File: src/lookup_ctrl_pkg.sv
package lookup_ctrl_pkg;

  // ==========================================================================
  // register map
  localparam logic [11:0] CTRL1_OFFSET = 12'h311; // printed register index
  localparam logic [31:0] CTRL1_ADDR = 32'h00000C44; // index times four
  localparam logic [31:0] SCOPE_ADDR = 32'h00000C48; // flush scope register
  localparam logic [31:0] STATUS_ADDR = 32'h00000C4C; // engine status register

  // ==========================================================================
  // field positions in the control register
  localparam int LEARN_OFF_BIT = 7;
  localparam int SELF_FILT_BIT = 6;
  localparam int TABLE_FLUSH_BIT = 5;
  localparam int MSTP_FLUSH_BIT = 4;
  localparam int MCAST_SRC_FWD_BIT = 3;
  localparam int AGING_ON_BIT = 2;
  localparam int FAST_AGING_BIT = 1;
  localparam int LINK_FLUSH_BIT = 0;
  localparam logic [7:0] CTRL1_RESET = 8'h0C;

  // flush scope encoding
  localparam logic [1:0] SCOPE_NONE = 2'h0;
  localparam logic [1:0] SCOPE_DYNAMIC = 2'h1;
  localparam logic [1:0] SCOPE_STATIC = 2'h2;
  localparam logic [1:0] SCOPE_BOTH = 2'h3;

  // ==========================================================================
  // carriers
  typedef struct packed {
    logic psel;
    logic penable;
    logic pwrite;
    logic [31:0] paddr;
    logic [31:0] pwdata;
  } apb_req_t;

  typedef struct packed {
    logic pready;
    logic pslverr;
    logic [31:0] prdata;
  } apb_rsp_t;

  // one received frame presented for source-address checks
  typedef struct packed {
    logic valid;
    logic [2:0] port;
    logic [47:0] srcAddr;
  } rx_frame_t;

  // flush command to the lookup table walker
  typedef struct packed {
    logic start;
    logic mstpOnly;
    logic flushDynamic;
    logic flushStatic;
    logic [7:0] portMask;
  } flush_cmd_t;

  typedef enum {FL_IDLE, FL_TABLE, FL_MSTP, FL_LINK} flush_state_t;

endpackage

File: src/lookup_learning_aging_flush_ctrl.sv
// Behaviour
// - learning-off bit stops unicast learning
// - self filter drops frames matching switch MAC
// - self filter needs global and port enable
// - table flush bit starts flush, self clears
// - flush scope limits entries; static ones only with scope static or both
// - spanning-tree flush bit removes matched entries
// - multicast-source bit forwards or drops frames
// - aging bit enables or suspends aging
// - fast-aging bit selects faster rate
// - link-down flush clears entries of dropped port
// - scope codes none, dynamic, static, both
//
// Design decision made here: register access over APB.
`timescale 1ns/1ps
module lookup_learning_aging_flush_ctrl
#(
  parameter int NUM_PORTS = 7
)
(
  // clock and reset
  input wire logic sys_clk,
  input wire logic rst,
  // apb register port
  input wire lookup_ctrl_pkg::apb_req_t apbReq,
  output lookup_ctrl_pkg::apb_rsp_t apbRsp,
  // switch context
  input wire logic [47:0] switchMac,
  input wire logic [NUM_PORTS-1:0] portSelfFiltEn,
  input wire logic [NUM_PORTS-1:0] portLinkUp,
  // received frame check
  input wire lookup_ctrl_pkg::rx_frame_t rxFrame,
  output logic frameDrop,
  output logic learnAllow,
  // aging controls
  output logic agingEnable,
  output logic fastAging,
  // flush walker handshake
  output lookup_ctrl_pkg::flush_cmd_t flushCmd,
  input wire logic flushDone
);
  import lookup_ctrl_pkg::*;

  // port mask is eight wide and the frame port field addresses eight ports, more ports cannot be served
  if (NUM_PORTS < 1 || NUM_PORTS > 8)
  begin : gPortCheck
    $error("NUM_PORTS must be 1 to 8");
  end

  // ==========================================================================
  // register state
  logic learnOff_q;
  logic selfFilt_q;
  logic mcastFwd_q;
  logic agingOn_q;
  logic fastAging_q;
  logic linkFlush_q;
  logic [1:0] scope_q;
  logic tableReq_q;
  logic mstpReq_q;
  logic [NUM_PORTS-1:0] linkPend_q;
  logic [NUM_PORTS-1:0] linkPrev_q;
  logic [NUM_PORTS-1:0] curMask_q;
  flush_state_t state_q;
  logic [7:0] ctrlRead;
  logic wrAccess;
  logic [NUM_PORTS-1:0] linkFall;
  logic [7:0] filtEnAll;

  assign wrAccess = apbReq.psel && apbReq.penable && apbReq.pwrite;
  // padded to the port field's range, absent ports never filter
  assign filtEnAll = 8'(portSelfFiltEn);
  assign linkFall = linkPrev_q & ~portLinkUp;

  // plain control bits, written only in the access phase
  always_ff @(posedge sys_clk)
  begin
    if (rst)
    begin
      learnOff_q <= CTRL1_RESET[LEARN_OFF_BIT];
      selfFilt_q <= CTRL1_RESET[SELF_FILT_BIT];
      mcastFwd_q <= CTRL1_RESET[MCAST_SRC_FWD_BIT];
      agingOn_q <= CTRL1_RESET[AGING_ON_BIT];
      fastAging_q <= CTRL1_RESET[FAST_AGING_BIT];
      linkFlush_q <= CTRL1_RESET[LINK_FLUSH_BIT];
      scope_q <= SCOPE_NONE;
    end
    else if (wrAccess && apbReq.paddr == CTRL1_ADDR)
    begin
      learnOff_q <= apbReq.pwdata[LEARN_OFF_BIT];
      selfFilt_q <= apbReq.pwdata[SELF_FILT_BIT];
      mcastFwd_q <= apbReq.pwdata[MCAST_SRC_FWD_BIT];
      agingOn_q <= apbReq.pwdata[AGING_ON_BIT];
      fastAging_q <= apbReq.pwdata[FAST_AGING_BIT];
      linkFlush_q <= apbReq.pwdata[LINK_FLUSH_BIT];
    end
    else if (wrAccess && apbReq.paddr == SCOPE_ADDR)
    begin
      scope_q <= apbReq.pwdata[1:0];
    end
  end

  // ==========================================================================
  // self-clearing flush requests; a write of one sets, completion clears
  // set is checked after clear so a new request is never lost
  always_ff @(posedge sys_clk)
  begin
    if (rst)
    begin
      tableReq_q <= 1'b0;
      mstpReq_q <= 1'b0;
    end
    else
    begin
      if (state_q == FL_TABLE && flushDone)
        tableReq_q <= 1'b0;
      if (state_q == FL_MSTP && flushDone)
        mstpReq_q <= 1'b0;
      if (wrAccess && apbReq.paddr == CTRL1_ADDR && apbReq.pwdata[TABLE_FLUSH_BIT])
        tableReq_q <= 1'b1;
      if (wrAccess && apbReq.paddr == CTRL1_ADDR && apbReq.pwdata[MSTP_FLUSH_BIT])
        mstpReq_q <= 1'b1;
    end
  end

  // link-down edges queue per port flushes while enabled
  always_ff @(posedge sys_clk)
  begin
    if (rst)
    begin
      linkPrev_q <= '0;
      linkPend_q <= '0;
    end
    else
    begin
      linkPrev_q <= portLinkUp;
      if (state_q == FL_LINK && flushDone)
        linkPend_q <= (linkPend_q & ~curMask_q) | (linkFlush_q ? linkFall : '0);
      else if (linkFlush_q)
        linkPend_q <= linkPend_q | linkFall;
      else
        linkPend_q <= '0;
    end
  end

  // ==========================================================================
  // flush sequencer: one walk at a time, table then mstp then link
  // a scope of none never starts the walker, yet the sequencer still waits for flushDone
  always_ff @(posedge sys_clk)
  begin
    if (rst)
    begin
      state_q <= FL_IDLE;
      flushCmd <= '0;
      curMask_q <= '0;
    end
    else
    begin
      flushCmd.start <= 1'b0;
      unique case (state_q)
        FL_IDLE:
        begin
          flushCmd.flushDynamic <= scope_q[0];
          flushCmd.flushStatic <= scope_q[1];
          if (tableReq_q || mstpReq_q || (|linkPend_q))
          begin
            flushCmd.start <= (scope_q != SCOPE_NONE);
            flushCmd.mstpOnly <= !tableReq_q && mstpReq_q;
            if (tableReq_q)
            begin
              state_q <= FL_TABLE;
              flushCmd.portMask <= 8'hFF;
            end
            else if (mstpReq_q)
            begin
              state_q <= FL_MSTP;
              flushCmd.portMask <= 8'hFF;
            end
            else
            begin
              state_q <= FL_LINK;
              curMask_q <= linkPend_q;
              flushCmd.portMask <= 8'(linkPend_q);
            end
          end
        end
        FL_TABLE, FL_MSTP, FL_LINK:
        begin
          if (flushDone)
            state_q <= FL_IDLE;
        end
      endcase
    end
  end

  // ==========================================================================
  // frame checks and engine controls, all registered
  always_ff @(posedge sys_clk)
  begin
    if (rst)
    begin
      frameDrop <= 1'b0;
      learnAllow <= 1'b0;
      agingEnable <= 1'b0;
      fastAging <= 1'b0;
    end
    else
    begin
      frameDrop <= rxFrame.valid && (
        (selfFilt_q && filtEnAll[rxFrame.port]
         && rxFrame.srcAddr == switchMac)
        || (!mcastFwd_q && rxFrame.srcAddr[40]));
      learnAllow <= !learnOff_q && !rxFrame.srcAddr[40];
      agingEnable <= agingOn_q;
      fastAging <= fastAging_q;
    end
  end

  // ==========================================================================
  // apb slave: zero wait states, unmapped reads zero with error
  always_comb
  begin
    ctrlRead = '0;
    ctrlRead[LEARN_OFF_BIT] = learnOff_q;
    ctrlRead[SELF_FILT_BIT] = selfFilt_q;
    ctrlRead[TABLE_FLUSH_BIT] = tableReq_q;
    ctrlRead[MSTP_FLUSH_BIT] = mstpReq_q;
    ctrlRead[MCAST_SRC_FWD_BIT] = mcastFwd_q;
    ctrlRead[AGING_ON_BIT] = agingOn_q;
    ctrlRead[FAST_AGING_BIT] = fastAging_q;
    ctrlRead[LINK_FLUSH_BIT] = linkFlush_q;
  end

  always_ff @(posedge sys_clk)
  begin
    if (rst)
    begin
      apbRsp <= '0;
    end
    else
    begin
      apbRsp.pready <= apbReq.psel && !apbReq.penable;
      apbRsp.pslverr <= apbReq.psel && !apbReq.penable && apbReq.paddr != CTRL1_ADDR
        && apbReq.paddr != SCOPE_ADDR && apbReq.paddr != STATUS_ADDR;
      if (apbReq.psel && !apbReq.penable && !apbReq.pwrite)
      begin
        unique case (apbReq.paddr)
          CTRL1_ADDR: apbRsp.prdata <= {24'h000000, ctrlRead};
          SCOPE_ADDR: apbRsp.prdata <= {30'h00000000, scope_q};
          STATUS_ADDR: apbRsp.prdata <= {24'h000000, 8'(linkPend_q)};
          default: apbRsp.prdata <= 32'h00000000;
        endcase
      end
    end
  end

endmodule // lookup_learning_aging_flush_ctrl

File: config.mk
export PLATFORM = sky130hd
export DESIGN_NAME = lookup_learning_aging_flush_ctrl
export DESIGN_NICKNAME = d
export VERILOG_FILES = /design/src/lookup_ctrl_pkg.sv /design/src/lookup_learning_aging_flush_ctrl.sv
export SDC_FILE = /design/constraint.sdc
export NUM_CORES = 1
export LEC_CHECK = 0
export BUFFER_PORTS_ARGS = -buffer_cell sky130_fd_sc_hd__buf_4
export CAP_MARGIN = 0
export CORE_MARGIN = 1.5
export CORE_UTILIZATION = 36
export CTS_BUF_LIST = sky130_fd_sc_hd__clkbuf_8 sky130_fd_sc_hd__clkbuf_16
export CTS_CLUSTER_DIAMETER = 200
export DETAILED_ROUTE_END_ITERATION = 8
export GPL_TIMING_DRIVEN = 1
export PLACE_DENSITY_LB_ADDON = 0.1
export SLEW_MARGIN = 20
export SYNTH_ARGS = -nofsm -noshare
export SYNTH_HDL_FRONTEND = slang
export SYNTH_SLANG_ARGS = --single-unit
File: constraint.sdc
create_clock -name sys_clk -period 1.76 [get_ports sys_clk]
set_clock_uncertainty 0.15 [all_clocks]
set_input_delay 0.264 -clock sys_clk [delete_from_list [all_inputs] [get_ports sys_clk]]
set_output_delay 0.264 -clock sys_clk [all_outputs]
set_load 0.03 [all_outputs]
Yosys cells after proc, flatten, opt, wreduce, memory -nomap -nowiden
Cells that the tools add are included.
- output and inout bits: 50
- bits of input ports: 184
- word-level logic and storage cells: 109
- flip-flop bits (word level): 113
- eq/ne operators: 15
- bitwise logic cells: 11
- mux-type cells: 17
- magnitude comparators: 1
- reductions and logical operators: 40
- operator list (operator ; count):
    == test 32 x 12 -> 1 bit, second input constant ; 3
    == test 32 x 2 -> 1 bit, second input constant ; 3
    inequality test 32 x 12 -> 1 bit, second input constant ; 3
    == test 32 x 3 -> 1 bit, second input constant ; 2
    two-way mux 32 bit ; 2
    one-hot mux 32 bit (2 select lines) ; 1
    == test 48 bit ; 1
    == test 32 x 1 -> 1 bit, second input constant ; 1
    zero test 32 bit ; 1
    one-hot mux 8 bit (3 select lines) ; 1
    two-way mux 7 bit ; 3
    logical AND 1 bit ; 20
    two-way mux 8 bit ; 2
    bitwise AND 7 bit ; 2
    inverter 7 bit ; 2
    OR 7 bit ; 2
    OR reduction 7 bit ; 1
    zero test 1 bit ; 6
    two-way mux 1 bit ; 6
    AND reduction 2 bit ; 3
    nonzero test 2 bit ; 3
    OR reduction 3 bit ; 2
    inverter 1 bit ; 5
    < comparator 3 x 4 -> 1 bit, second input constant ; 1
    other kinds (5) ; 8

Logic depth before layout (Yosys ltp)
- depth after elaboration: 6
- mapped depth: 7
- mapped depth without buffers: 6

Worst setup path before layout
Ideal clock, no wire load.
- kind: input port to flip-flop
- start point: in rxFrame[5] (netlist name)
- end point: reg frameDrop
- stages on the path: 5
- buffers on the path: 0
- data required time: 1540 ps
- arrival: 1727 ps
- slack: -187 ps
- library setup time: 70 ps
- cell sequence: inv_1 -> a221o_1 -> or4_1 -> or4_1 -> a21oi_1
- cells in the longest elaborated chain, start to end: 4
- RTL lines (item ; RTL line ; source):
    start, declared ; lookup_learning_aging_flush_ctrl.sv:32 ; input wire lookup_ctrl_pkg::rx_frame_t rxFrame,
    == test 48 bit ; lookup_learning_aging_flush_ctrl.sv:211 ; && rxFrame.srcAddr == switchMac)
    logical AND 1 bit ; lookup_learning_aging_flush_ctrl.sv:211 ;
    logical OR 1 bit ; lookup_learning_aging_flush_ctrl.sv:212 ; || (!mcastFwd_q && rxFrame.srcAddr[40]));
    logical AND 1 bit ; lookup_learning_aging_flush_ctrl.sv:209 ; frameDrop <= rxFrame.valid && (
    end signal, assigned ; lookup_learning_aging_flush_ctrl.sv:209 ;
    end, declared ; lookup_learning_aging_flush_ctrl.sv:33 ; output logic frameDrop,
Every way passes these cells.
A chain may end at the register's enable or synchronous reset.

Final worst setup path
- start point: in switchMac[15]
- end point: reg frameDrop
- cells in the longest elaborated chain, start to end: 4
- RTL lines (item ; RTL line ; source):
    start, declared ; lookup_learning_aging_flush_ctrl.sv:28 ; input wire logic [47:0] switchMac,
    == test 48 bit ; lookup_learning_aging_flush_ctrl.sv:211 ;
    logical AND 1 bit ; lookup_learning_aging_flush_ctrl.sv:211 ;
    logical OR 1 bit ; lookup_learning_aging_flush_ctrl.sv:212 ;
    logical AND 1 bit ; lookup_learning_aging_flush_ctrl.sv:209 ;
Every way passes these cells.

==> impl_metrics.tcl <==
set metrics [dict create \
    crit_fanout 2 \
    fin_crit_ns 1.64 \
    synth.avg_cell_area_sq_um 8.40 \
    stdcell_count 691 \
    worstHoldStart "portLinkUp[1]" \
    numCtsBuffers 9 \
    globalplace.congestion 0.915 \
    cts_buffer_depth 2 \
    h-tree-depth 3 \
    utilization 0.610 \
    async_reset_ff_frac 0 \
    seqCellArea_sq_mm 0.00118 \
    setup-violations-final 0 \
    layout-drive-gt1-share 0.415 \
    startpoint "switchMac[15]" \
    mostFrequentLayoutCell "buf_4" \
    layout.nets 765 \
    postLayoutCellArea_sq_mm 0.00502 \
    num_rows 33 \
    tns_ns 0 \
    start_kind "input pin" \
    fp.dieW_microns 95.3 \
    antenna_found_initial 1 \
    grt_pass1_wl_microns 16100 \
    core-area_sq_mm 0.00822 \
    power_density_mw_per_mm2 686 \
    wl_microns 10700 \
    synth_edf_count 0 \
    yosysSeqAreaShare 0.385 \
    hold_viol_final 0 \
    critical_path_arrival_ns 1.77 \
    vias_per_cell 4.75 \
    area_growth_pct 63.6 \
    initial_core_util 0.373 \
    worstSkewPairLatency_ns 0.34 \
    fp.dieH_microns 95.3 \
    dp.cells 666 \
    critical_path_required_ns 1.89 \
    clkSinkCount 59 \
    drt_iter0_markers 107 \
    path_clk_slew_ns 0.07 \
    fill_cells 771 \
    finalPower_mw 3.44 \
    slew_viol_final 0 \
    syn_area_sq_mm 0.00307 \
    rsz0062_at_grt "false" \
    grt_use_total 0.245 \
    worstSetupEndpointType "flop" \
    cts_tree "yes" \
    final_cell_mix "buf_4, dfxtp_1, nor2_1" \
    hp-class "input pin to flop" \
    drtAntennaViolNets 0 \
    vias 3285 \
    cap_violations 0 \
    multi_input_area_sq_mm 0.00171 \
    yosysWarnings 0 \
    ys_ff_latch 59 \
    finalCritPeriodShare 0.930 \
    syn_inst 365 \
    synth-main-ff-cell "dfxtp_1" \
    ir_drop_v 0.000468 \
    grt_pass1_vias 3129 \
    ios 234 \
    firstDrtPassIters 4 \
    numPortBuffers 185 \
    detail_route.drc_violations 0 \
    yosysUniqueCellTypes 46 \
    critical_path_class "input pin to flop" \
    overflow 0 \
    clockRootBuffer "clkbuf_8" \
    antenna_cells 0 \
    dieArea_sq_mm 0.00908 \
    status "completed" \
    wire_per_inst_microns 15.5 \
    power.leakage_nw 2.30 \
    dpl.hpwl_microns 8950 \
    grt_max_degree 31 \
    max_freq_mhz 611 \
    r2r_start "linkPend_q[6]" \
    placed_area_sq_mm 0.00464 \
]
==> where the power goes <==
group / leakage (nW) / switching, mW / internal (mW) / total (mW)
clock: 0.127 / 0.518 / 0.969 / 1.49
sequential: 0.479 / 0.00347 / 1.35 / 1.35
combinational: 1.70 / 0.262 / 0.340 / 0.603
total: 2.30 / 0.784 / 2.66 / 3.44
==> through the flow <==
stage / hold WS (ns) / setup WS (ns)
6_report: 0.0232 / 0.124
5_1_grt: 0.00407 / 0.00945
2_1_floorplan: 0.191 / -0.00441
3_5_place_dp: 0.294 / -0.357
4_1_cts: 0.00975 / 0.0132
3_3_place_gp: 0.289 / -0.369
==> worst max-delay path, stage by stage <==
cell	delay, ns
buf_4	0.10
inv_1	0.06
a2bb2oi_1	0.17
o221ai_1	0.12
or4_1	0.51
or4_1	0.42
a21oi_2	0.12
==> sequential cells by signal, summed over array words and instances, names as in the netlist <==
signal       flops
flushCmd        12
apbRsp          10
curMask_q        7
linkPend_q       7
linkPrev_q       7
scope_q          2
state_q          2
agingEnable      1
agingOn_q        1
fastAging        1
fastAging_q      1
frameDrop        1
learnAllow       1
learnOff_q       1
linkFlush_q      1
mcastFwd_q       1
mstpReq_q        1
selfFilt_q       1
tableReq_q       1
==> what timing repair did <==
action	CTS	global route
hold buffers	9	0
gates resized for setup	0	9
endpoints found under the setup margin	0	16
buffers inserted	0	0
hold endpoints to repair	9	0
==> worst paths after layout <==
kind | end | slack, ns | cells after the start
max | frameDrop | 0.12 | 7
min | linkPrev_q[1] | 0.02 | 3
max reg2reg | curMask_q[3] | 0.13 | 5
min reg2reg | curMask_q[4] | 0.30 | 2
==> kinds of logic after synthesis <==
| logic type | share of synthesized area |
|---|---|
| other | 0.00122 |
| and+or+nand+nor | 0.220 |
| muxes | 0.0592 |
| AOI/OAI and AO/OA | 0.130 |
| DFF | 0.385 |
| xor gates and xnor gates | 0.103 |
| buffers and inverters | 0.102 |
==> layer usage <==
layer / up-vias / wire, microns / part of all wire / GRT usage
met1: 1466 / 4680 / 0.44 / 0.317
li1: 1644 / - / - / -
met4: 2 / 145 / 0.014 / 0.0684
met3: 17 / 1090 / 0.10 / 0.103
met2: 156 / 4800 / 0.45 / 0.371
met5: - / 13 / 0.0012 / 0
==> area by class of cell <==
cell class              count  area share
clock buffers              10      0.0274
well taps                 105      0.0262
repair buffers            219       0.335
multi-input cells         272       0.340
clock inverters             6      0.0207
inverters                  20      0.0150
flip-flops and latches     59       0.236
==> Yosys cell counts (3+ instances only) <==
master    number  area, sq um
nand2_1       31          116
a21oi_1       22          110
mux2i_1        8         80.1
nor2_1        36          135
dfxtp_1       59         1180
o221ai_1       3         26.3
o22ai_1        3         18.8
and2_1         3         18.8
inv_1         20         75.1
nand4_1        9         56.3
nor3_1         9         45.0
o21ai_0       14         70.1
a32o_1         7         70.1
mux2_2         7         78.8
nor4_1        12         75.1
nor2b_1        7         43.8
xor2_1        16          140
nand3_1        7         35.0
a22o_1         3         26.3
xnor2_1       20          175
buf_4         24          180
clkbuf_1      10         37.5
nand2b_1       7         43.8
Note: power is estimated with default switching activity, not from simulation.
